==> src/design/hacp_consts.svh <==
`ifndef HACP_CONSTS_SVH
`define HACP_CONSTS_SVH

// ---------------------------------------------------------------
// port offsets (io_addr)
// ---------------------------------------------------------------
`define HACP_OFS_CTRL_STAT 2'h0
`define HACP_OFS_CMD_DATA 2'h1
`define HACP_OFS_INT_FLAG 2'h2

// ---------------------------------------------------------------
// control port bits (write, offset 0)
// ---------------------------------------------------------------
`define HACP_CTL_HARD_RST 7
`define HACP_CTL_SOFT_RST 6
`define HACP_CTL_INT_RST 5
`define HACP_CTL_BUS_RST 4

// ---------------------------------------------------------------
// status port bits (read, offset 0)
// ---------------------------------------------------------------
`define HACP_ST_SELF_TEST 7
`define HACP_ST_DIAG_FAIL 6
`define HACP_ST_INIT_REQ 5
`define HACP_ST_IDLE 4
`define HACP_ST_CMD_FULL 3
`define HACP_ST_DIN_FULL 2
`define HACP_ST_INVALID 0

// ---------------------------------------------------------------
// interrupt flag port bits (read, offset 2)
// ---------------------------------------------------------------
`define HACP_IF_ANY 7
`define HACP_IF_BUS_RST_DET 3
`define HACP_IF_CMD_DONE 2

// ---------------------------------------------------------------
// named opcodes; all but nop get special handling
// ---------------------------------------------------------------
`define HACP_OP_NOP 8'h00
`define HACP_OP_MBX_INIT 8'h01
`define HACP_OP_START_BUS 8'h02
`define HACP_OP_INQUIRY 8'h04
`define HACP_OP_ECHO 8'h1F
`define HACP_OP_START_BIOS 8'h82

// ---------------------------------------------------------------
// inquiry reply bytes (values arbitrary)
// ---------------------------------------------------------------
`define HACP_INQ_BOARD 8'h5A
`define HACP_INQ_OPTION 8'h30
`define HACP_INQ_REV_HI 8'h31
`define HACP_INQ_REV_LO 8'h30

// ---------------------------------------------------------------
// timing
// ---------------------------------------------------------------
`define HACP_CLK_MHZ 25
`define HACP_TAKE_MAX_US 100
`define HACP_TAKE_MAX_CYC (`HACP_TAKE_MAX_US * `HACP_CLK_MHZ)
`define HACP_DONE_MAX_US 200
`define HACP_DONE_MAX_CYC (`HACP_DONE_MAX_US * `HACP_CLK_MHZ)
`define HACP_BUS_RST_US 25
`define HACP_BUS_RST_CYC (`HACP_BUS_RST_US * `HACP_CLK_MHZ)
`define HACP_RST_CNT_W 10

`endif

==> src/design/hacp_pkg.sv <==
`default_nettype none
package hacp_pkg;
  typedef logic [7:0] hacp_byte_t;
  typedef logic [2:0] hacp_nparam_t;
  typedef logic [3:0] hacp_nret_t;
  // interpreter states, gray along idle-param-exec-return
  typedef enum logic [1:0] {
    HACP_IDLE = 2'b00,
    HACP_PARAM = 2'b01,
    HACP_EXEC = 2'b11,
    HACP_RET = 2'b10
  } hacp_state_t;
endpackage
`default_nettype wire

==> src/design/hacp_len_rom.sv <==
`include "hacp_consts.svh"
`default_nettype none
// opcode length table: fixed outbound and returned byte counts per opcode
module hacp_len_rom (
  input wire hacp_pkg::hacp_byte_t opcode, // opcode under decode
  output logic known, // opcode is supported
  output hacp_pkg::hacp_nparam_t nparam, // outbound parameter bytes
  output hacp_pkg::hacp_nret_t nret // returned bytes
);
  import hacp_pkg::*;

  // ---------------------------------------------------------------
  // decode table
  // ---------------------------------------------------------------
  always_comb begin
    known = 1'b1;
    nparam = 3'h0;
    nret = 4'h0;
    case (opcode)
      8'h00, 8'h02, 8'h03, 8'h20, 8'h25, 8'h26, 8'h27, 8'h82: begin
      end
      8'h01, 8'h06: nparam = 3'h4;
      8'h04: nret = 4'h4;
      8'h05, 8'h07, 8'h08, 8'h09, 8'h24: nparam = 3'h1;
      8'h0A: nret = 4'h8;
      8'h0B: nret = 4'h3;
      8'h0C, 8'h21, 8'h29: nparam = 3'h2;
      8'h0D: begin
        nparam = 3'h1;
        nret = 4'h4;
      end
      8'h1A, 8'h1B, 8'h1C, 8'h1D, 8'h22, 8'h23: nparam = 3'h3;
      8'h1F: begin
        nparam = 3'h1;
        nret = 4'h1;
      end
      8'h28: nret = 4'h2;
      default: known = 1'b0;
    endcase
  end
endmodule
`default_nettype wire

==> src/design/hacp_core.sv <==
`include "hacp_consts.svh"
`default_nettype none
module hacp_core (
  input wire logic ref_clk, // adapter clock, 25 MHz
  input wire logic nrst, // asynchronous reset, active low
  input wire logic [1:0] io_addr, // host port offset
  input wire logic io_wr, // host write strobe, one cycle
  input wire logic io_rd, // host read strobe, one cycle
  input wire hacp_pkg::hacp_byte_t io_wdata, // host write data
  output hacp_pkg::hacp_byte_t io_rdata, // host read data, valid cycle after io_rd
  input wire logic bus_rst_in, // bus reset line level seen on the bus
  input wire logic phase_err, // phase error recovery request, pulse
  output logic bus_rst_drive, // drive bus reset line
  output logic host_irq, // host interrupt level
  output logic ccb_abandon, // pulse: discard all pending control blocks
  output logic start_bus_cmd, // pulse: begin mailbox-out scan
  output logic start_bios_cmd // pulse: begin bios bus command
);
  import hacp_pkg::*;

  hacp_state_t state, next_state;
  hacp_byte_t cmd_byte, next_cmd_byte;
  hacp_byte_t opcode, next_opcode;
  hacp_byte_t param0, next_param0;
  hacp_byte_t din, next_din;
  hacp_byte_t next_io_rdata;
  hacp_nparam_t pcnt, next_pcnt;
  hacp_nret_t rcnt, next_rcnt;
  logic [`HACP_RST_CNT_W-1:0] rst_cnt, next_rst_cnt;
  logic cmd_full, next_cmd_full;
  logic din_full, next_din_full;
  logic cmd_done, next_cmd_done;
  logic bus_det, next_bus_det;
  logic invalid, next_invalid;
  logic init_req, next_init_req;
  logic self_test, next_self_test;
  logic mbx_ready, next_mbx_ready;
  logic bus_rst_q, next_bus_rst_q;
  logic next_bus_rst_drive, next_host_irq, next_ccb_abandon;
  logic next_start_bus, next_start_bios;
  logic known;
  hacp_nparam_t nparam, op_nparam;
  hacp_nret_t nret, op_nret;
  logic wr_ctl, wr_cmd, rd_din, bus_edge;

  // ---------------------------------------------------------------
  // opcode length lookup, for new opcode and running command
  // ---------------------------------------------------------------
  hacp_len_rom u_new (
    .opcode(cmd_byte),
    .known(known),
    .nparam(nparam),
    .nret(nret)
  );

  hacp_len_rom u_run (
    .opcode(opcode),
    .known(),
    .nparam(op_nparam),
    .nret(op_nret)
  );

  // host strobes decoded per port
  assign wr_ctl = io_wr && (io_addr == `HACP_OFS_CTRL_STAT);
  assign wr_cmd = io_wr && (io_addr == `HACP_OFS_CMD_DATA);
  assign rd_din = io_rd && (io_addr == `HACP_OFS_CMD_DATA);
  // reset edge from another device; our own drive excluded
  assign bus_edge = bus_rst_in && !bus_rst_q && !bus_rst_drive;

  // ---------------------------------------------------------------
  // next-state logic
  // ---------------------------------------------------------------
  always_comb begin
    next_state = state;
    next_cmd_byte = cmd_byte;
    next_opcode = opcode;
    next_param0 = param0;
    next_din = din;
    next_pcnt = pcnt;
    next_rcnt = rcnt;
    next_rst_cnt = rst_cnt;
    next_cmd_full = cmd_full;
    next_din_full = din_full;
    next_cmd_done = cmd_done;
    next_bus_det = bus_det;
    next_invalid = invalid;
    next_init_req = init_req;
    next_self_test = self_test;
    next_mbx_ready = mbx_ready;
    next_bus_rst_q = bus_rst_in;
    next_ccb_abandon = 1'b0;
    next_start_bus = 1'b0;
    next_start_bios = 1'b0;
    next_io_rdata = io_rdata;

    // host read of data-in empties it
    if (rd_din) begin
      next_din_full = 1'b0;
    end
    // interrupt reset from control port
    if (wr_ctl && io_wdata[`HACP_CTL_INT_RST]) begin
      next_cmd_done = 1'b0;
      next_bus_det = 1'b0;
      next_invalid = 1'b0;
    end

    // command byte port; a write while full is dropped
    if (wr_cmd && !cmd_full) begin
      next_cmd_byte = io_wdata;
      next_cmd_full = 1'b1;
    end

    // interpreter
    case (state)
      HACP_IDLE: begin
        if (cmd_full && !self_test) begin
          next_cmd_full = 1'b0;
          next_opcode = cmd_byte;
          next_pcnt = 3'h0;
          next_rcnt = 4'h0;
          if (!known) begin
            next_cmd_done = 1'b1;
            next_invalid = 1'b1;
          end else if (nparam != 3'h0) begin
            next_state = HACP_PARAM;
          end else begin
            next_state = HACP_EXEC;
          end
        end
      end
      HACP_PARAM: begin
        if (cmd_full) begin
          next_cmd_full = 1'b0;
          if (pcnt == 3'h0) begin
            next_param0 = cmd_byte;
          end
          next_pcnt = pcnt + 3'h1;
          if (pcnt + 3'h1 == op_nparam) begin
            next_state = HACP_EXEC;
          end
        end
      end
      HACP_EXEC: begin
        next_state = (op_nret != 4'h0) ? HACP_RET : HACP_IDLE;
        if (opcode == `HACP_OP_START_BUS || opcode == `HACP_OP_START_BIOS) begin
          // start commands raise no completion unless refused
          if (!mbx_ready) begin
            next_cmd_done = 1'b1;
            next_invalid = 1'b1;
          end else if (opcode == `HACP_OP_START_BUS) begin
            next_start_bus = 1'b1;
          end else begin
            next_start_bios = 1'b1;
          end
        end else if (opcode == `HACP_OP_MBX_INIT) begin
          next_cmd_done = 1'b1;
          if (param0 == 8'h00) begin
            next_invalid = 1'b1;
          end else begin
            next_mbx_ready = 1'b1;
            next_init_req = 1'b0;
          end
        end else if (op_nret == 4'h0) begin
          next_cmd_done = 1'b1;
        end
      end
      HACP_RET: begin
        if (!din_full) begin
          if (rcnt == op_nret) begin
            next_cmd_done = 1'b1;
            next_state = HACP_IDLE;
          end else begin
            next_rcnt = rcnt + 4'h1;
            next_din_full = 1'b1;
            if (opcode == `HACP_OP_ECHO) begin
              next_din = param0;
            end else if (opcode == `HACP_OP_INQUIRY) begin
              case (rcnt[1:0])
                2'h0: next_din = `HACP_INQ_BOARD;
                2'h1: next_din = `HACP_INQ_OPTION;
                2'h2: next_din = `HACP_INQ_REV_HI;
                default: next_din = `HACP_INQ_REV_LO;
              endcase
            end else begin
              next_din = 8'h00;
            end
          end
        end
      end
      default: next_state = HACP_IDLE;
    endcase

    // bus reset drive timer: host request or phase error recovery
    if (rst_cnt != '0) begin
      next_rst_cnt = rst_cnt - `HACP_RST_CNT_W'(1);
    end else begin
      next_self_test = 1'b0;
    end
    if (wr_ctl && io_wdata[`HACP_CTL_BUS_RST]) begin
      next_rst_cnt = `HACP_RST_CNT_W'(`HACP_BUS_RST_CYC);
    end
    // only soft style on bus reset: pending work kept, host flagged
    if (bus_edge || phase_err) begin
      next_bus_det = 1'b1;
    end
    if (phase_err) begin
      next_rst_cnt = `HACP_RST_CNT_W'(`HACP_BUS_RST_CYC);
    end

    // controller soft reset: drop blocks and setup, no bus reset
    if (wr_ctl && io_wdata[`HACP_CTL_SOFT_RST]) begin
      next_ccb_abandon = 1'b1;
      next_mbx_ready = 1'b0;
      next_init_req = 1'b1;
      next_state = HACP_IDLE;
      next_cmd_full = 1'b0;
      next_din_full = 1'b0;
      next_start_bus = 1'b0;
      next_start_bios = 1'b0;
    end

    // full hard reset: bus reset plus self test, blocks dropped, setup, interrupt and full flags cleared
    if (wr_ctl && io_wdata[`HACP_CTL_HARD_RST]) begin
      next_rst_cnt = `HACP_RST_CNT_W'(`HACP_BUS_RST_CYC);
      next_ccb_abandon = 1'b1;
      next_mbx_ready = 1'b0;
      next_init_req = 1'b1;
      next_self_test = 1'b1;
      next_state = HACP_IDLE;
      next_cmd_full = 1'b0;
      next_din_full = 1'b0;
      next_cmd_done = 1'b0;
      next_bus_det = 1'b0;
      next_invalid = 1'b0;
      next_start_bus = 1'b0;
      next_start_bios = 1'b0;
    end

    next_bus_rst_drive = (next_rst_cnt != '0);
    next_host_irq = next_cmd_done || next_bus_det;

    // registered read data
    if (io_rd) begin
      if (io_addr == `HACP_OFS_CTRL_STAT) begin
        next_io_rdata = 8'h00;
        next_io_rdata[`HACP_ST_SELF_TEST] = self_test;
        next_io_rdata[`HACP_ST_INIT_REQ] = init_req;
        next_io_rdata[`HACP_ST_IDLE] = (state == HACP_IDLE) && !self_test && !cmd_full;
        next_io_rdata[`HACP_ST_CMD_FULL] = cmd_full;
        next_io_rdata[`HACP_ST_DIN_FULL] = din_full;
        next_io_rdata[`HACP_ST_INVALID] = invalid;
      end else if (io_addr == `HACP_OFS_CMD_DATA) begin
        next_io_rdata = din;
      end else if (io_addr == `HACP_OFS_INT_FLAG) begin
        next_io_rdata = 8'h00;
        next_io_rdata[`HACP_IF_ANY] = cmd_done || bus_det;
        next_io_rdata[`HACP_IF_BUS_RST_DET] = bus_det;
        next_io_rdata[`HACP_IF_CMD_DONE] = cmd_done;
      end else begin
        next_io_rdata = 8'h00;
      end
    end
  end

  // ---------------------------------------------------------------
  // state registers
  // ---------------------------------------------------------------
  always_ff @(posedge ref_clk or negedge nrst) begin
    if (!nrst) begin
      state <= HACP_IDLE;
      cmd_byte <= 8'h00;
      opcode <= 8'h00;
      param0 <= 8'h00;
      din <= 8'h00;
      pcnt <= 3'h0;
      rcnt <= 4'h0;
      rst_cnt <= `HACP_RST_CNT_W'(`HACP_BUS_RST_CYC);
      cmd_full <= 1'b0;
      din_full <= 1'b0;
      cmd_done <= 1'b0;
      bus_det <= 1'b0;
      invalid <= 1'b0;
      init_req <= 1'b1;
      self_test <= 1'b1;
      mbx_ready <= 1'b0;
      bus_rst_q <= 1'b1;
      bus_rst_drive <= 1'b1;
      host_irq <= 1'b0;
      ccb_abandon <= 1'b0;
      start_bus_cmd <= 1'b0;
      start_bios_cmd <= 1'b0;
      io_rdata <= 8'h00;
    end else begin
      state <= next_state;
      cmd_byte <= next_cmd_byte;
      opcode <= next_opcode;
      param0 <= next_param0;
      din <= next_din;
      pcnt <= next_pcnt;
      rcnt <= next_rcnt;
      rst_cnt <= next_rst_cnt;
      cmd_full <= next_cmd_full;
      din_full <= next_din_full;
      cmd_done <= next_cmd_done;
      bus_det <= next_bus_det;
      invalid <= next_invalid;
      init_req <= next_init_req;
      self_test <= next_self_test;
      mbx_ready <= next_mbx_ready;
      bus_rst_q <= next_bus_rst_q;
      bus_rst_drive <= next_bus_rst_drive;
      host_irq <= next_host_irq;
      ccb_abandon <= next_ccb_abandon;
      start_bus_cmd <= next_start_bus;
      start_bios_cmd <= next_start_bios;
      io_rdata <= next_io_rdata;
    end
  end
endmodule
`default_nettype wire

==> config.mk <==
export PLATFORM = sky130hd
export DESIGN_NAME = hacp_core
export DESIGN_NICKNAME = d
export VERILOG_FILES = /design/src/design/hacp_pkg.sv /design/src/design/hacp_len_rom.sv /design/src/design/hacp_core.sv
export VERILOG_INCLUDE_DIRS = /design/src /design/src/design
export SDC_FILE = /design/constraint.sdc
export NUM_CORES = 1
export LEC_CHECK = 0
export BUFFER_PORTS_ARGS = -buffer_cell sky130_fd_sc_hd__buf_2
export CORE_MARGIN = 8
export CORE_UTILIZATION = 45
export CTS_BUF_LIST = sky130_fd_sc_hd__clkbuf_16
export DETAILED_ROUTE_END_ITERATION = 7
export MAX_ROUTING_LAYER = met4
export PLACE_DENSITY = 0.7
export SETUP_SLACK_MARGIN = 0.2
export SLEW_MARGIN = 20
export SYNTH_ARGS = -nofsm -noshare
export SYNTH_HDL_FRONTEND = slang
export SYNTH_SLANG_ARGS = --single-unit
==> constraint.sdc <==
create_clock -name ref_clk -period 2.58 [get_ports ref_clk]
set_clock_uncertainty 0.05 [all_clocks]
set_input_delay 0.129 -clock ref_clk [delete_from_list [all_inputs] [get_ports ref_clk]]
set_output_delay 0.129 -clock ref_clk [all_outputs]
set_load 0.1 [all_outputs]
==> Word level (Yosys, flattened, before mapping) <==
Index checks and enable logic that the tools add are counted.
{ "word_totals": {"out_inout_bits": 13, "ff_bits": 73, "wordCells": 250, "in_bits": 16} }
{ "classes": {"add_sub_neg": 3, "reduce_logical": 53, "muxes": 95, "bitwise": 2, "n_eq_ne": 74} }
{ "op_table": {"columns": ["operator", "count"], "rows": [
  ["== test 8 x 6 -> 1 bit (second input constant)", 16],
  ["== test 8 x 4 -> 1 bit (second input constant)", 12],
  ["== test 8 x 5 -> 1 bit (second input constant)", 10],
  ["== test 8 x 3 -> 1 bit (second input constant)", 8],
  ["two-way mux 1 bit", 61],
  ["two-way mux 10 bit", 4],
  ["two-way mux 8 bit", 5],
  ["OR reduction 30 bit", 1],
  ["== test 8 x 2 -> 1 bit (second input constant)", 3],
  ["!= test 4 bit (second input constant)", 6],
  ["one-hot mux 3 bit (4 select lines)", 2],
  ["two-way mux 2 bit", 10],
  ["one-hot mux 4 bit (5 select lines)", 1],
  ["nonzero test 10 bit", 2],
  ["== test 8 x 1 -> 1 bit (second input constant)", 2],
  ["== test 8 bit (second input constant)", 2],
  ["zero test 8 bit", 2],
  ["one-hot mux 7 bit (2 select lines)", 1],
  ["OR reduction 7 bit", 2],
  ["logical AND 1 bit", 13],
  ["two-way mux 4 bit", 3],
  ["OR reduction 6 bit", 2],
  ["subtractor 10 x 1 -> 10 bit (second input constant)", 1],
  ["AND reduction 3 bit", 3],
  ["other kinds (29)", 55]
]} }

==> Longest topological paths before layout <==
Gate-level depths: netlist of the first run.
{ "logic_depth": {"word_depth": 10, "depth_mapped": 9} }

==> Cells and area by module <==
A second synthesis of the first run with hierarchy kept.
{ "hier_totals": {"hier_cells": 475, "hier_area_um2": 4498.1} }
{ "by_module_without_submodules": {"columns": ["module", "area_per_inst_um2", "n_inst", "cells_per_inst"], "rows": [
  ["hacp_core", 3717.3, 1, 355],
  ["hacp_len_rom", 390.4, 2, 60]
]} }

==> Worst setup path after synthesis of the first run <==
No wires, ideal clock.
{ "synth_timing": {"path_type": "register to register", "from": "reg opcode[7]", "to": "reg state[1]", "slack_ns": -0.130, "stages_incl_launch_ff": 8, "setup_ns": 0.136, "arrival_ns": 2.524, "t_required_ns": 2.394, "path_buffers": 0, "path_cell_list": "dfrtp_1 > or4_4 > or4b_4 > xor2_1 > o2111ai_2 > o21ai_0 > or3b_1 > mux2i_1"} }
{ "synth_between": {"elab_chain_len": 8, "word_cells_on_any_way": 39, "cone_classes": "eq/ne: 26; mux: 6; reduce/logical: 7"} }
{ "synth_lines": {"columns": ["item", "line", "rtl"], "rows": [
  ["from (decl)", "hacp_core.sv:23", "hacp_byte_t opcode, next_opcode;"],
  ["from (signal assigned)", "hacp_core.sv:296", "opcode <= next_opcode;"],
  ["== test 8 x 3 -> 1 bit / == test 8 x 4 -> 1 bit (equally long branches)", "hacp_len_rom.sv:19", "case (opcode)"],
  ["OR reduction 2 bit (no source line)", null, null],
  ["one-hot mux 4 bit (5 select lines)", "hacp_len_rom.sv:19", null],
  ["nonzero test 4 bit", "hacp_core.sv:144", "next_state = (op_nret != 4'h0) ? HACP_RET : HACP_IDLE;"],
  ["two-way mux 2 bit", "hacp_core.sv:144", null],
  ["one-hot mux 2 bit (4 select lines)", "hacp_core.sv:114", "case (state)"],
  ["two-way mux 2 bit", "hacp_core.sv:211", "if (wr_ctl && io_wdata[`HACP_CTL_SOFT_RST]) begin"],
  ["two-way mux 2 bit", "hacp_core.sv:223", "if (wr_ctl && io_wdata[`HACP_CTL_HARD_RST]) begin"],
  ["to (signal assigned)", "hacp_core.sv:294", "state <= next_state;"],
  ["to (decl)", "hacp_core.sv:21", "hacp_state_t state, next_state;"]
]} }
Several ways; a longest one is shown, not always the timed one.
A chain may end at the register's enable or synchronous reset.

==> Worst setup path in the final report of the first run <==
{ "layout_timing": {"from": "reg opcode[6]", "to": "reg rcnt[3]"} }
{ "layout_between": {"elab_chain_len": 6, "word_cells_on_any_way": 11, "cone_classes": "eq/ne: 8; mux: 1; reduce/logical: 2"} }
{ "layout_lines": {"columns": ["item", "line", "rtl"], "rows": [
  ["== test 8 x 3 -> 1 bit / == test 8 x 4 -> 1 bit (equally long branches)", "hacp_len_rom.sv:19", null],
  ["OR reduction 2 bit (no source line)", null, null],
  ["one-hot mux 4 bit (5 select lines) (*)", "hacp_len_rom.sv:19", null],
  ["== test 4 bit (*)", "hacp_core.sv:169", "if (rcnt == op_nret) begin"],
  ["!= test 2 bit (no source line) (*)", null, null],
  ["AND reduction 4 bit (no source line) (*)", null, null],
  ["to (signal assigned)", "hacp_core.sv:300", "rcnt <= next_rcnt;"],
  ["to (decl)", "hacp_core.sv:28", "hacp_nret_t rcnt, next_rcnt;"]
]} }
Mark *: on every way between the ends. The rest lies on a longest branch, timed or not.

==> summary.md, run 1 <==
| Metric | Value |
|---|---|
| Max-slew violations | `0` |
| Sequential group share of total power | `33.7%` |
| Yosys warns | `0` |
| Synth Area in Simple Gates | `21.1%` |
| Worst Setup Start Kind | `flop` |
| DP Cell Count | `580` |
| Post-synthesis cell count | `432` |
| Critical Path End Type | `flop` |
| I/O Buffers | `28` |
| Leakage power | `2.21 nW` |
| Max VDD drop | `0.462 mV` |
| DR iter-0 viols | `169` |
| Critical-path cell list | `or4_4 > or4b_4 > xor2_2 > o2111ai_2 > buf_4 > nand3_4 > or4_1 > o2111ai_2` |
| Post-Syn Area | `4170 sq um` |
| Max stage delay on crit path | `0.53 ns` |
| Final worst path period need | `2.70 ns` |
| Detail Route Antenna Nets | `0` |
| Vias in the first global route | `3512` |
| Antenna Cells | `0` |
| PnR worst setup slack | `-0.116 ns` |
| Dpl ws | `-0.114 ns` |
| Sw frac | `38.8%` |
| Synthesized area per cell | `9.64 sq um` |
| TritonCTS clock tree | `done` |
| Most numerous cell in the Yosys netlist | `dfrtp_1` |
| XOR/XNOR share of the synthesized area | `2.52%` |
| FF+latch count, synth | `73` |
| Syn nets | `459` |
| Starting Density | `45.7%` |
| Global Route Usage Sum | `16.9%` |
| Pwr Total | `0.00551 W` |
| Max Cap Viol | `0` |
| Fin nets | `515` |
| Synth top cells by count | `64 x dfrtp_1, 43 x nand2_1, 27 x nor2_1, 24 x mux2_2, 24 x o21ai_0` |
| CP startpoint | `opcode[6]` |
| CTS H-Tree Depth | `3` |
| Failing checks | `negative setup slack` |
| Achievable Freq | `0.371 GHz` |
| Ys flop type | `dfrtp_1` |
| Slew HR | `57.9%` |
| Overall die width | `112 microns` |
| Num CTS Buffers | `9` |
| R2r startpoint | `opcode[6]` |
| Post-Synth Adder-Cell Area | `3.30%` |
| R2R depth | `8` |
| Worst Setup Path Type | `reg -> reg` |
| Post-DR wirelength/cell | `16.7 microns` |
| Antenna violations before repair | `0` |
| Clk Latency, worst-skew pair | `0.33 ns` |
| Die H | `112 microns` |
| Area Overhead vs Synth | `21.1%` |
| Global-route wire length before repair | `17000 microns` |
| # setup viols final | `5` |
| Reg clk slew, reported paths | `0.06 ns` |
| Register area share after synthesis | `44.1%` |
| Post-synth top area share | `38.4%` |
| Worst slew pin tran | `0.631 ns` |
| Layout cells sized above 1 | `25.2%` |
| Vias post-DR | `3454` |
| Post-DP HPWL | `7270 microns` |
| Main combinational cell family by area after synthesis | `simple AND/OR/NAND/NOR gates` |
| Clock share of power | `24.0%` |
| NetSw | `0.00214 W` |
| Combinational share of power | `42.3%` |
| Synth top area cells | `dfrtp_1 38%, mux2_2 6.5%, dfstp_2 5.7%, nand2_1 3.9%, ha_1 3.3%` |
| EDFF count, synth | `0` |
| RSZ-0062 raised after global routing | `yes` |
| Worst setup path end | `rcnt[3]` |
| Status | `finished with violations` |
| Final WL | `10100 microns` |
| Top Ports | `29` |
| Synth Area in Compound Gates | `16.6%` |
| Cell-internal power | `0.00337 W` |
| WP data arrival | `2.89 ns` |
| Drt pass-1 iters | `5` |
| Endpoints failing hold | `0` |
| Pwr dens | `1090 nW/um^2` |
| Clk buf depth | `2` |
| Remaining DRCs | `0` |
| Async S/R FF share, synth | `100%` |
| Final core utilization | `55.4%` |
| Fin cells | `604` |
| CP max stage cell | `or4_4` |
| Worst flop-to-flop path endpoint | `rcnt[3]` |
| Period Utilization, post-route | `104%` |
| CTS Root Buffer Type | `clkbuf_16` |
| Grt ovf | `0` |
| Most used cell along the critical path | `o2111ai_2` |
| CP Max Fanout | `6` |
| Synth cell types | `65` |
| Worst endpoint required time | `2.77 ns` |
| # clock sinks | `73` |
| Avg Vias per Cell | `5.72` |
| Largest net degree at the start of global routing | `74` |
| Area leader, netlist | `dfrtp_1` |
| RePlAce Congestion | `0.891` |
| DIE AREA | `12600 sq um` |
| Hold crit path type | `in -> reg` |
| Row Count | `35` |
| Mux contribution to synthesized area | `8.41%` |
| Std-Cell Core Area | `9110 sq um` |
| R2r setup slk | `-0.12 ns` |
worst max-delay path: cells and delay by family (launching register included):
family                 cells  cell delay [ns]
AND/OR/NAND/NOR            4             1.64
flip-flops                 1             0.41
AO/OA/AOI/OAI              2             0.18
XOR/XNOR                   1             0.16
buffers and inverters      1             0.16
registers in the layout, summed over array words and instances (netlist names), 2 cells and up:
signal,flops
opcode,8
io_rdata,8
state,2
din,8
pcnt,3
rcnt,4
param0,8
cmd_byte,8
rst_cnt,10
cell families after synthesis:
logic type,count (synthesis)
AND/OR/NAND/NOR,160
AO/OA/AOI/OAI,102
flip-flops,73
buffers and inverters,42
multiplexers,32
XOR/XNOR,12
adder cells (fa/ha/maj),11
metal layers:
metal	up-vias	global-route usage, %	routed length, microns
met1	1702	20.8	4550
met4	0	7.19	169
met2	68	27.0	4970
li1	1670	-	-
met3	14	3.01	418
met5	-	-	0
power groups by stage:
stage	sequential (W)	combinational (W)	clock, W
after floorplan	0.00184	0.00154	0
after global placement	0.00185	0.00214	0
after detailed placement	0.00186	0.00221	0
after CTS	0.00185	0.00227	0.00135
after global routing	0.00190	0.00255	0.00140
final	0.00186	0.00233	0.00132
repair_timing:
action	CTS	global route
setup buffers	2	0
hold buffers	6	0
endpoints found under the setup margin	17	17
resized for setup	1	7
cloned	0	0
pin swaps	0	2
hold endpoints to repair	69	0
placed cells by master, fill, tap and decap left out, types with 9 or more instances in the layout:
cell / n
a21oi_1: 23
buf_2: 28
buf_4: 29
clkbuf_16: 9
dfrtp_1: 64
dfstp_2: 9
ha_1: 11
inv_1: 21
mux2_2: 23
nand2_1: 43
nand2b_1: 12
nor2_1: 27
nor3_1: 12
o21ai_0: 22
metrics by stage:
step	TNS [ns]	hold slack (ns)	instance area, sq um
floorplan	-0.0931	-0.217	4200
global placement	-0.0521	0.139	4610
detailed placement	-0.470	0.139	4610
CTS	-0.478	0.000308	5010
global route	-0.936	0.0144	5040
finish	-0.279	0.00815	5040
how the worst min path moves through the flow:
stage | from | to | cells after the start
after floorplan | nrst | bus_det | 0
after global placement | nrst | rst_cnt[3] | 2
after detailed placement | nrst | rst_cnt[7] | 2
after CTS | io_wdata[6] | cmd_byte[6] | 2
after global routing | phase_err | rst_cnt[0] | 3
final | io_wdata[6] | cmd_byte[6] | 2
final cells by class:
class / count / area [sq um]
Timing Repair Buffer: 66 / 460
Inverter: 21 / 78.8
Sequential cell: 73 / 1840
Multi-Input combinational cell: 317 / 2210
Fill cell: 792 / 4060
Clock inverter: 7 / 93.8
Clock buffer: 9 / 225
Tap cell: 111 / 139
Power figures use the tool's default switching activity.
==> run 2: changes to the inputs <==
--- a/config.mk
+++ b/config.mk
@@ -8,11 +8,11 @@
 export LEC_CHECK = 0
 export BUFFER_PORTS_ARGS = -buffer_cell sky130_fd_sc_hd__buf_2
 export CORE_MARGIN = 8
-export CORE_UTILIZATION = 45
+export CORE_UTILIZATION = 55
 export CTS_BUF_LIST = sky130_fd_sc_hd__clkbuf_16
 export DETAILED_ROUTE_END_ITERATION = 7
 export MAX_ROUTING_LAYER = met4
-export PLACE_DENSITY = 0.7
+export PLACE_DENSITY = 0.82
 export SETUP_SLACK_MARGIN = 0.2
 export SLEW_MARGIN = 20
 export SYNTH_ARGS = -nofsm -noshare
==> summary.md, run 2 (synthesis results as in run 1) <==
| Metric | Value |
|---|---|
| Status | `finished with violations` |
| Failing checks | `negative setup slack` |
| Final WL | `10400 microns` |
| Top Ports | `29` |
| Busiest grt layer | `met2` |
| Detail Route Antenna Nets | `0` |
| # setup viols final | `9` |
| Leakage power | `2.22 nW` |
| Antenna Cells | `0` |
| Worst endpoint required time | `2.80 ns` |
| Hold Slack | `0.00391 ns` |
| DP Cell Count | `567` |
| Max Cap Viol | `0` |
| Fin nets | `516` |
| PnR worst setup slack | `-0.148 ns` |
| Max-slew violations | `0` |
| Critical Path End Type | `flop` |
| Largest net degree at the start of global routing | `47` |
| # clock sinks | `73` |
| Die H | `103 microns` |
| Vias post-DR | `3549` |
| Starting Density | `57.1%` |
| Post-DP HPWL | `7440 microns` |
| Worst slew pin tran | `0.661 ns` |
| Worst Setup Start Kind | `flop` |
| Hold crit path type | `in -> reg` |
| Slew HR | `55.9%` |
| Critical-path cell list | `or4_4 > or4b_4 > xor2_2 > o2111ai_2 > buf_4 > nand3_4 > buf_6 > a2111o_1 > nand3_2` |
| CTS H-Tree Depth | `3` |
| Global Route Usage Sum | `21.5%` |
| Area Overhead vs Synth | `20.6%` |
| CP Max Fanout | `5` |
| Drt pass-1 iters | `5` |
| Grt ovf | `0` |
| Endpoints failing hold | `0` |
| DR iter-0 viols | `172` |
| Global-route wire length before repair | `17400 microns` |
| Worst Setup Path Type | `reg -> reg` |
| Global Route met1 Usage | `25.9%` |
| Overall die width | `103 microns` |
| Row Count | `31` |
| GR Util met2 | `35.5%` |
| Std-Cell Core Area | `7290 sq um` |
| TritonCTS clock tree | `done` |
| Pwr dens | `1090 nW/um^2` |
| Most frequent cells in the layout | `64 x dfrtp_1, 43 x nand2_1, 31 x buf_4` |
| Avg Vias per Cell | `5.98` |
| RePlAce Congestion | `0.931` |
| I/O Buffers | `28` |
| CTS Root Buffer Type | `clkbuf_16` |
| Reg clk slew, reported paths | `0.06 ns` |
| DIE AREA | `10600 sq um` |
| Post-DR wirelength/cell | `17.5 microns` |
| Final Cell Area | `5020 sq um` |
| GRT met3 Usage | `3.85%` |
| WP data arrival | `2.95 ns` |
| RSZ-0062 raised after global routing | `yes` |
| CP max stage cell | `or4_4` |
| Vias in the first global route | `3621` |
| Final worst path period need | `2.73 ns` |
| Clk buf depth | `2` |
| Max stage delay on crit path | `0.53 ns` |
| Number of flip-flops under the largest register name | `10` |
| Fin cells | `593` |
| Layout cells sized above 1 | `25.9%` |
| Achievable Freq | `0.367 GHz` |
| Max VDD drop | `0.582 mV` |
| Post-DP Area | `4590 sq um` |
| Antenna violations before repair | `0` |
| Largest reg by FF count | `rst_cnt` |
| Clk Latency, worst-skew pair | `0.33 ns` |
| Remaining DRCs | `0` |
| Period Utilization, post-route | `106%` |
| Num CTS Buffers | `9` |
| Commonest non-fill, non-tap cell in the layout | `dfrtp_1` |
-- run 2: what timing repair did --
item,4_1_cts,5_1_grt
buffers inserted,2,2
hold buffers,6,0
endpoints found under the hold margin,31,0
gates resized for setup,1,10
pin swaps,0,6
setup endpoints to repair,17,17
-- run 2: metrics by stage --
step | setup WS, ns | TNS (ns) | utilization [%] | power [W]
final | -0.148 | -0.699 | 68.9 | 0.00548
after global routing | -0.223 | -1.87 | 68.9 | 0.00581
after CTS | -0.0982 | -0.388 | 68.0 | 0.00537
after detailed placement | -0.119 | -0.235 | 62.9 | 0.00409
after global placement | -0.0608 | -0.105 | 62.9 | 0.00399
after floorplan | -0.0531 | -0.0931 | - | 0.00339
-- run 2: power breakdown --
| part | switching, W | leakage, nW | internal [W] | total, W |
|---|---|---|---|---|
| Combinational | 0.00135 | 1.15 | 0.00108 | 0.00243 |
| Clock | 0.000471 | 0.150 | 0.000741 | 0.00121 |
| Sequential | 0.000370 | 0.917 | 0.00147 | 0.00184 |
-- run 2: final timing paths --
kind / start / endpoint / slack (ns) / cells past startpoint
worst max-delay path: opcode[6] / rcnt[2] / -0.15 / 9
worst min-delay path: io_wdata[6] / cmd_byte[6] / 0.004 / 2
worst max register to register: opcode[6] / rcnt[2] / -0.15 / 9
worst min register to register: init_req / init_req / 0.42 / 2
max in group asynchronous: nrst / rst_cnt[9] / 1.44 / 3
min in group asynchronous: nrst / io_rdata[0] / 0.31 / 2
-- run 2: layout make-up --
type / instances / area, sq um
flip-flops and latches: 73 / 1840
fillers: 549 / 2270
clock inverters: 7 / 63.8
multi-input cells: 317 / 2230
inverters: 21 / 78.8
well taps: 99 / 124
clock buffers: 9 / 225
repair buffers: 67 / 464
-- run 2: metal layers --
| layer | share of wire (%) | vias to the layer above |
|---|---|---|
| li1 | - | 1686 |
| met1 | 44 | 1749 |
| met2 | 49 | 94 |
| met3 | 4.7 | 20 |
| met4 | 2.0 | 0 |
| met5 | 0 | - |
-- run 2: critical path, delay by kind of cell (launching register included) --
| family | cells | cell delay, ns |
|---|---|---|
| and+or+nand+nor | 4 | 1.22 |
| AOI/OAI and AO/OA | 2 | 0.50 |
| DFF | 1 | 0.40 |
| buffers and inverters | 2 | 0.34 |
| xor gates and xnor gates | 1 | 0.17 |
==> run 3: changes to the inputs <==
--- a/config.mk
+++ b/config.mk
@@ -6,13 +6,14 @@
 export SDC_FILE = /design/constraint.sdc
 export NUM_CORES = 1
 export LEC_CHECK = 0
+export ABC_AREA = 1
 export BUFFER_PORTS_ARGS = -buffer_cell sky130_fd_sc_hd__buf_2
 export CORE_MARGIN = 8
 export CORE_UTILIZATION = 55
 export CTS_BUF_LIST = sky130_fd_sc_hd__clkbuf_16
 export DETAILED_ROUTE_END_ITERATION = 7
 export MAX_ROUTING_LAYER = met4
-export PLACE_DENSITY = 0.82
+export PLACE_DENSITY = 0.81
 export SETUP_SLACK_MARGIN = 0.2
 export SLEW_MARGIN = 20
 export SYNTH_ARGS = -nofsm -noshare
==> summary.md, run 3 <==
| Metric | Value |
|---|---|
| Status | `finished clean` |
| Setup TNS | `0 ns` |
| Clk Latency, worst-skew pair | `0.33 ns` |
| Global Route Usage Sum | `20.0%` |
| Clk buf depth | `2` |
| Area Overhead vs Synth | `13.1%` |
| Largest net degree at the start of global routing | `33` |
| RSZ-0062 raised after global routing | `no` |
| Detail Route Antenna Nets | `0` |
| Worst endpoint required time | `2.75 ns` |
| Post-DP Area | `4490 sq um` |
| Final Cell Area | `4790 sq um` |
| RePlAce Congestion | `0.924` |
| Post-synth top area share | `37.8%` |
| Layout cells sized above 1 | `13.3%` |
| CP Max Fanout | `7` |
| Remaining DRCs | `0` |
| CTS H-Tree Depth | `3` |
| Most frequent cells in the layout | `153 x nand2_1, 76 x inv_1, 72 x nor2_1` |
| I/O Buffers | `28` |
| Worst slew pin tran | `0.587 ns` |
| Post-DP HPWL | `7730 microns` |
| Area leader, netlist | `dfrtp_1` |
| DIE AREA | `10800 sq um` |
| Pwr dens | `593 nW/um^2` |
| Number of flip-flops under the largest register name | `10` |
| Vias post-DR | `3916` |
| Achievable Freq | `0.473 GHz` |
| Overall die width | `104 microns` |
| Fin nets | `638` |
| Max VDD drop | `0.483 mV` |
| TritonCTS clock tree | `done` |
| Syn nets | `600` |
| Num CTS Buffers | `9` |
| Final worst path period need | `2.11 ns` |
| Worst Setup Path Type | `reg -> reg` |
| Std-Cell Core Area | `7610 sq um` |
| Post-synthesis cell count | `573` |
| Register area share after synthesis | `43.4%` |
| Starting Density | `55.7%` |
| Synthesized area per cell | `7.39 sq um` |
| Post-Syn Area | `4230 sq um` |
| Hold depth | `3` |
| Antenna Cells | `0` |
| Max-slew violations | `0` |
| Antenna violations before repair | `0` |
| Leakage power | `2.48 nW` |
| Worst Setup Start Kind | `flop` |
| Slew HR | `60.8%` |
| Commonest non-fill, non-tap cell in the layout | `nand2_1` |
| Die H | `104 microns` |
| Setup bufs post-CTS | `0` |
| Synth cell types | `40` |
| Largest reg by FF count | `rst_cnt` |
| EDFF count, synth | `0` |
| FF+latch count, synth | `73` |
| Reg clk slew, reported paths | `0.06 ns` |
| Avg Vias per Cell | `5.45` |
| DR iter-0 viols | `261` |
| Global-route wire length before repair | `17600 microns` |
| # clock sinks | `73` |
| Vias in the first global route | `3826` |
| Synth top area cells | `dfrtp_1 38%, nand2_1 14%, inv_1 6.6%, nor2_1 6.4%, dfstp_2 5.6%` |
| CTS Root Buffer Type | `clkbuf_16` |
| Period Utilization, post-route | `81.9%` |
| Ys flop type | `dfrtp_1` |
| Endpoints failing hold | `0` |
| Critical Path End Type | `flop` |
| Final WL | `10200 microns` |
| WP data arrival | `2.28 ns` |
| Post-DR wirelength/cell | `14.2 microns` |
| Yosys warns | `0` |
| Most numerous cell in the Yosys netlist | `nand2_1` |
| R2R depth | `12` |
| # setup viols final | `0` |
| Synth top cells by count | `153 x nand2_1, 75 x inv_1, 72 x nor2_1, 64 x dfrtp_1, 44 x nand3_1` |
| Grt ovf | `0` |
| Drt pass-1 iters | `5` |
| Top Ports | `29` |
| Max Cap Viol | `0` |
| Async S/R FF share, synth | `100%` |
| Hold crit path type | `in -> reg` |
| Row Count | `32` |
run 3: changes by cell type in the layout (fill, tap and decap cells not counted), sizes merged, moves of 18 or more:
cell   change
o21ai     +18
inv       +59
mux2      -20
nand2    +120
buf       -31
nor2      +50
nand3     +36
run 3: metrics by stage:
| step | utilization, % | setup WS, ns | std cells | hold slack (ns) | power [W] |
|---|---|---|---|---|---|
| final | 62.9 | 0.467 | 718 | 0.00102 | 0.00284 |
| after global routing | 62.9 | 0.250 | 718 | 0.00386 | 0.00296 |
| after CTS | 62.9 | 0.527 | 718 | 0.000536 | 0.00284 |
| after detailed placement | 59.0 | 0.553 | 699 | -0.00314 | 0.00171 |
| after global placement | 59.0 | 0.624 | 699 | -0.000334 | 0.00170 |
| after floorplan | - | 0.714 | 573 | -0.217 | 0.00157 |
run 3: path summary, 6_finish.rpt:
| check | from | slack (ns) | end |
|---|---|---|---|
| worst min register to register | init_req | 0.44 | init_req |
| max in group asynchronous | nrst | 1.56 | rst_cnt[9] |
| worst min-delay path | io_wdata[3] | 0.001 | cmd_byte[3] |
| worst max-delay path | cmd_byte[6] | 0.47 | state[1] |
| worst max register to register | cmd_byte[6] | 0.47 | state[1] |
| min in group asynchronous | nrst | 0.17 | rcnt[3] |
run 3: critical path, stage by stage, from the launching register on:
cell and delay (ns):
dfrtp_1 0.40, inv_1 0.15, nand2_1 0.09, nor2_1 0.39, o21ai_1 0.15, nand3_1 0.11, nor2_1 0.05, nand2_1 0.15
nor2_1 0.07, nor2_2 0.17, nand2_1 0.09, nand3_1 0.07, nand2_1 0.06
run 3: area by class of cell:
cell class | instances | area, sq um
multi-input combinational | 412 | 2060
sequential | 73 | 1840
inverter | 82 | 308
tap | 102 | 128
timing repair buffer | 33 | 185
clock buffer | 9 | 225
clock inverter | 7 | 46.3
fill | 655 | 2820
run 3: what timing repair did:
| action | in CTS | in global routing |
|---|---|---|
| hold endpoints to repair | 15 | 0 |
| hold buffers | 3 | 0 |
| resized for setup | 0 | 0 |
run 3: cells by family after synthesis:
group	count (synthesis)	synth area share, %
XOR/XNOR	7	1.45
flip-flops	73	43.4
AND/OR/NAND/NOR	305	31.2
AO/OA/AOI/OAI	85	11.5
buffers and inverters	88	8.01
adder cells (fa/ha/maj)	11	3.25
multiplexers	4	1.15
run 3: power by group:
part           internal (W)  leakage (nW)  switching [W]
combinational      0.000108          1.40       0.000331
clock              0.000648         0.133       0.000488
sequential          0.00121         0.947      0.0000563
total               0.00196          2.48       0.000875
run 3: routing by layer:
| layer | track usage, % | vias to the layer above | wire [microns] |
|---|---|---|---|
| li1 | - | 1934 | - |
| met1 | 24.5 | 1814 | 4510 |
| met2 | 32.6 | 149 | 4980 |
| met3 | 3.90 | 19 | 584 |
| met4 | 6.10 | 0 | 116 |
| met5 | - | - | 0 |
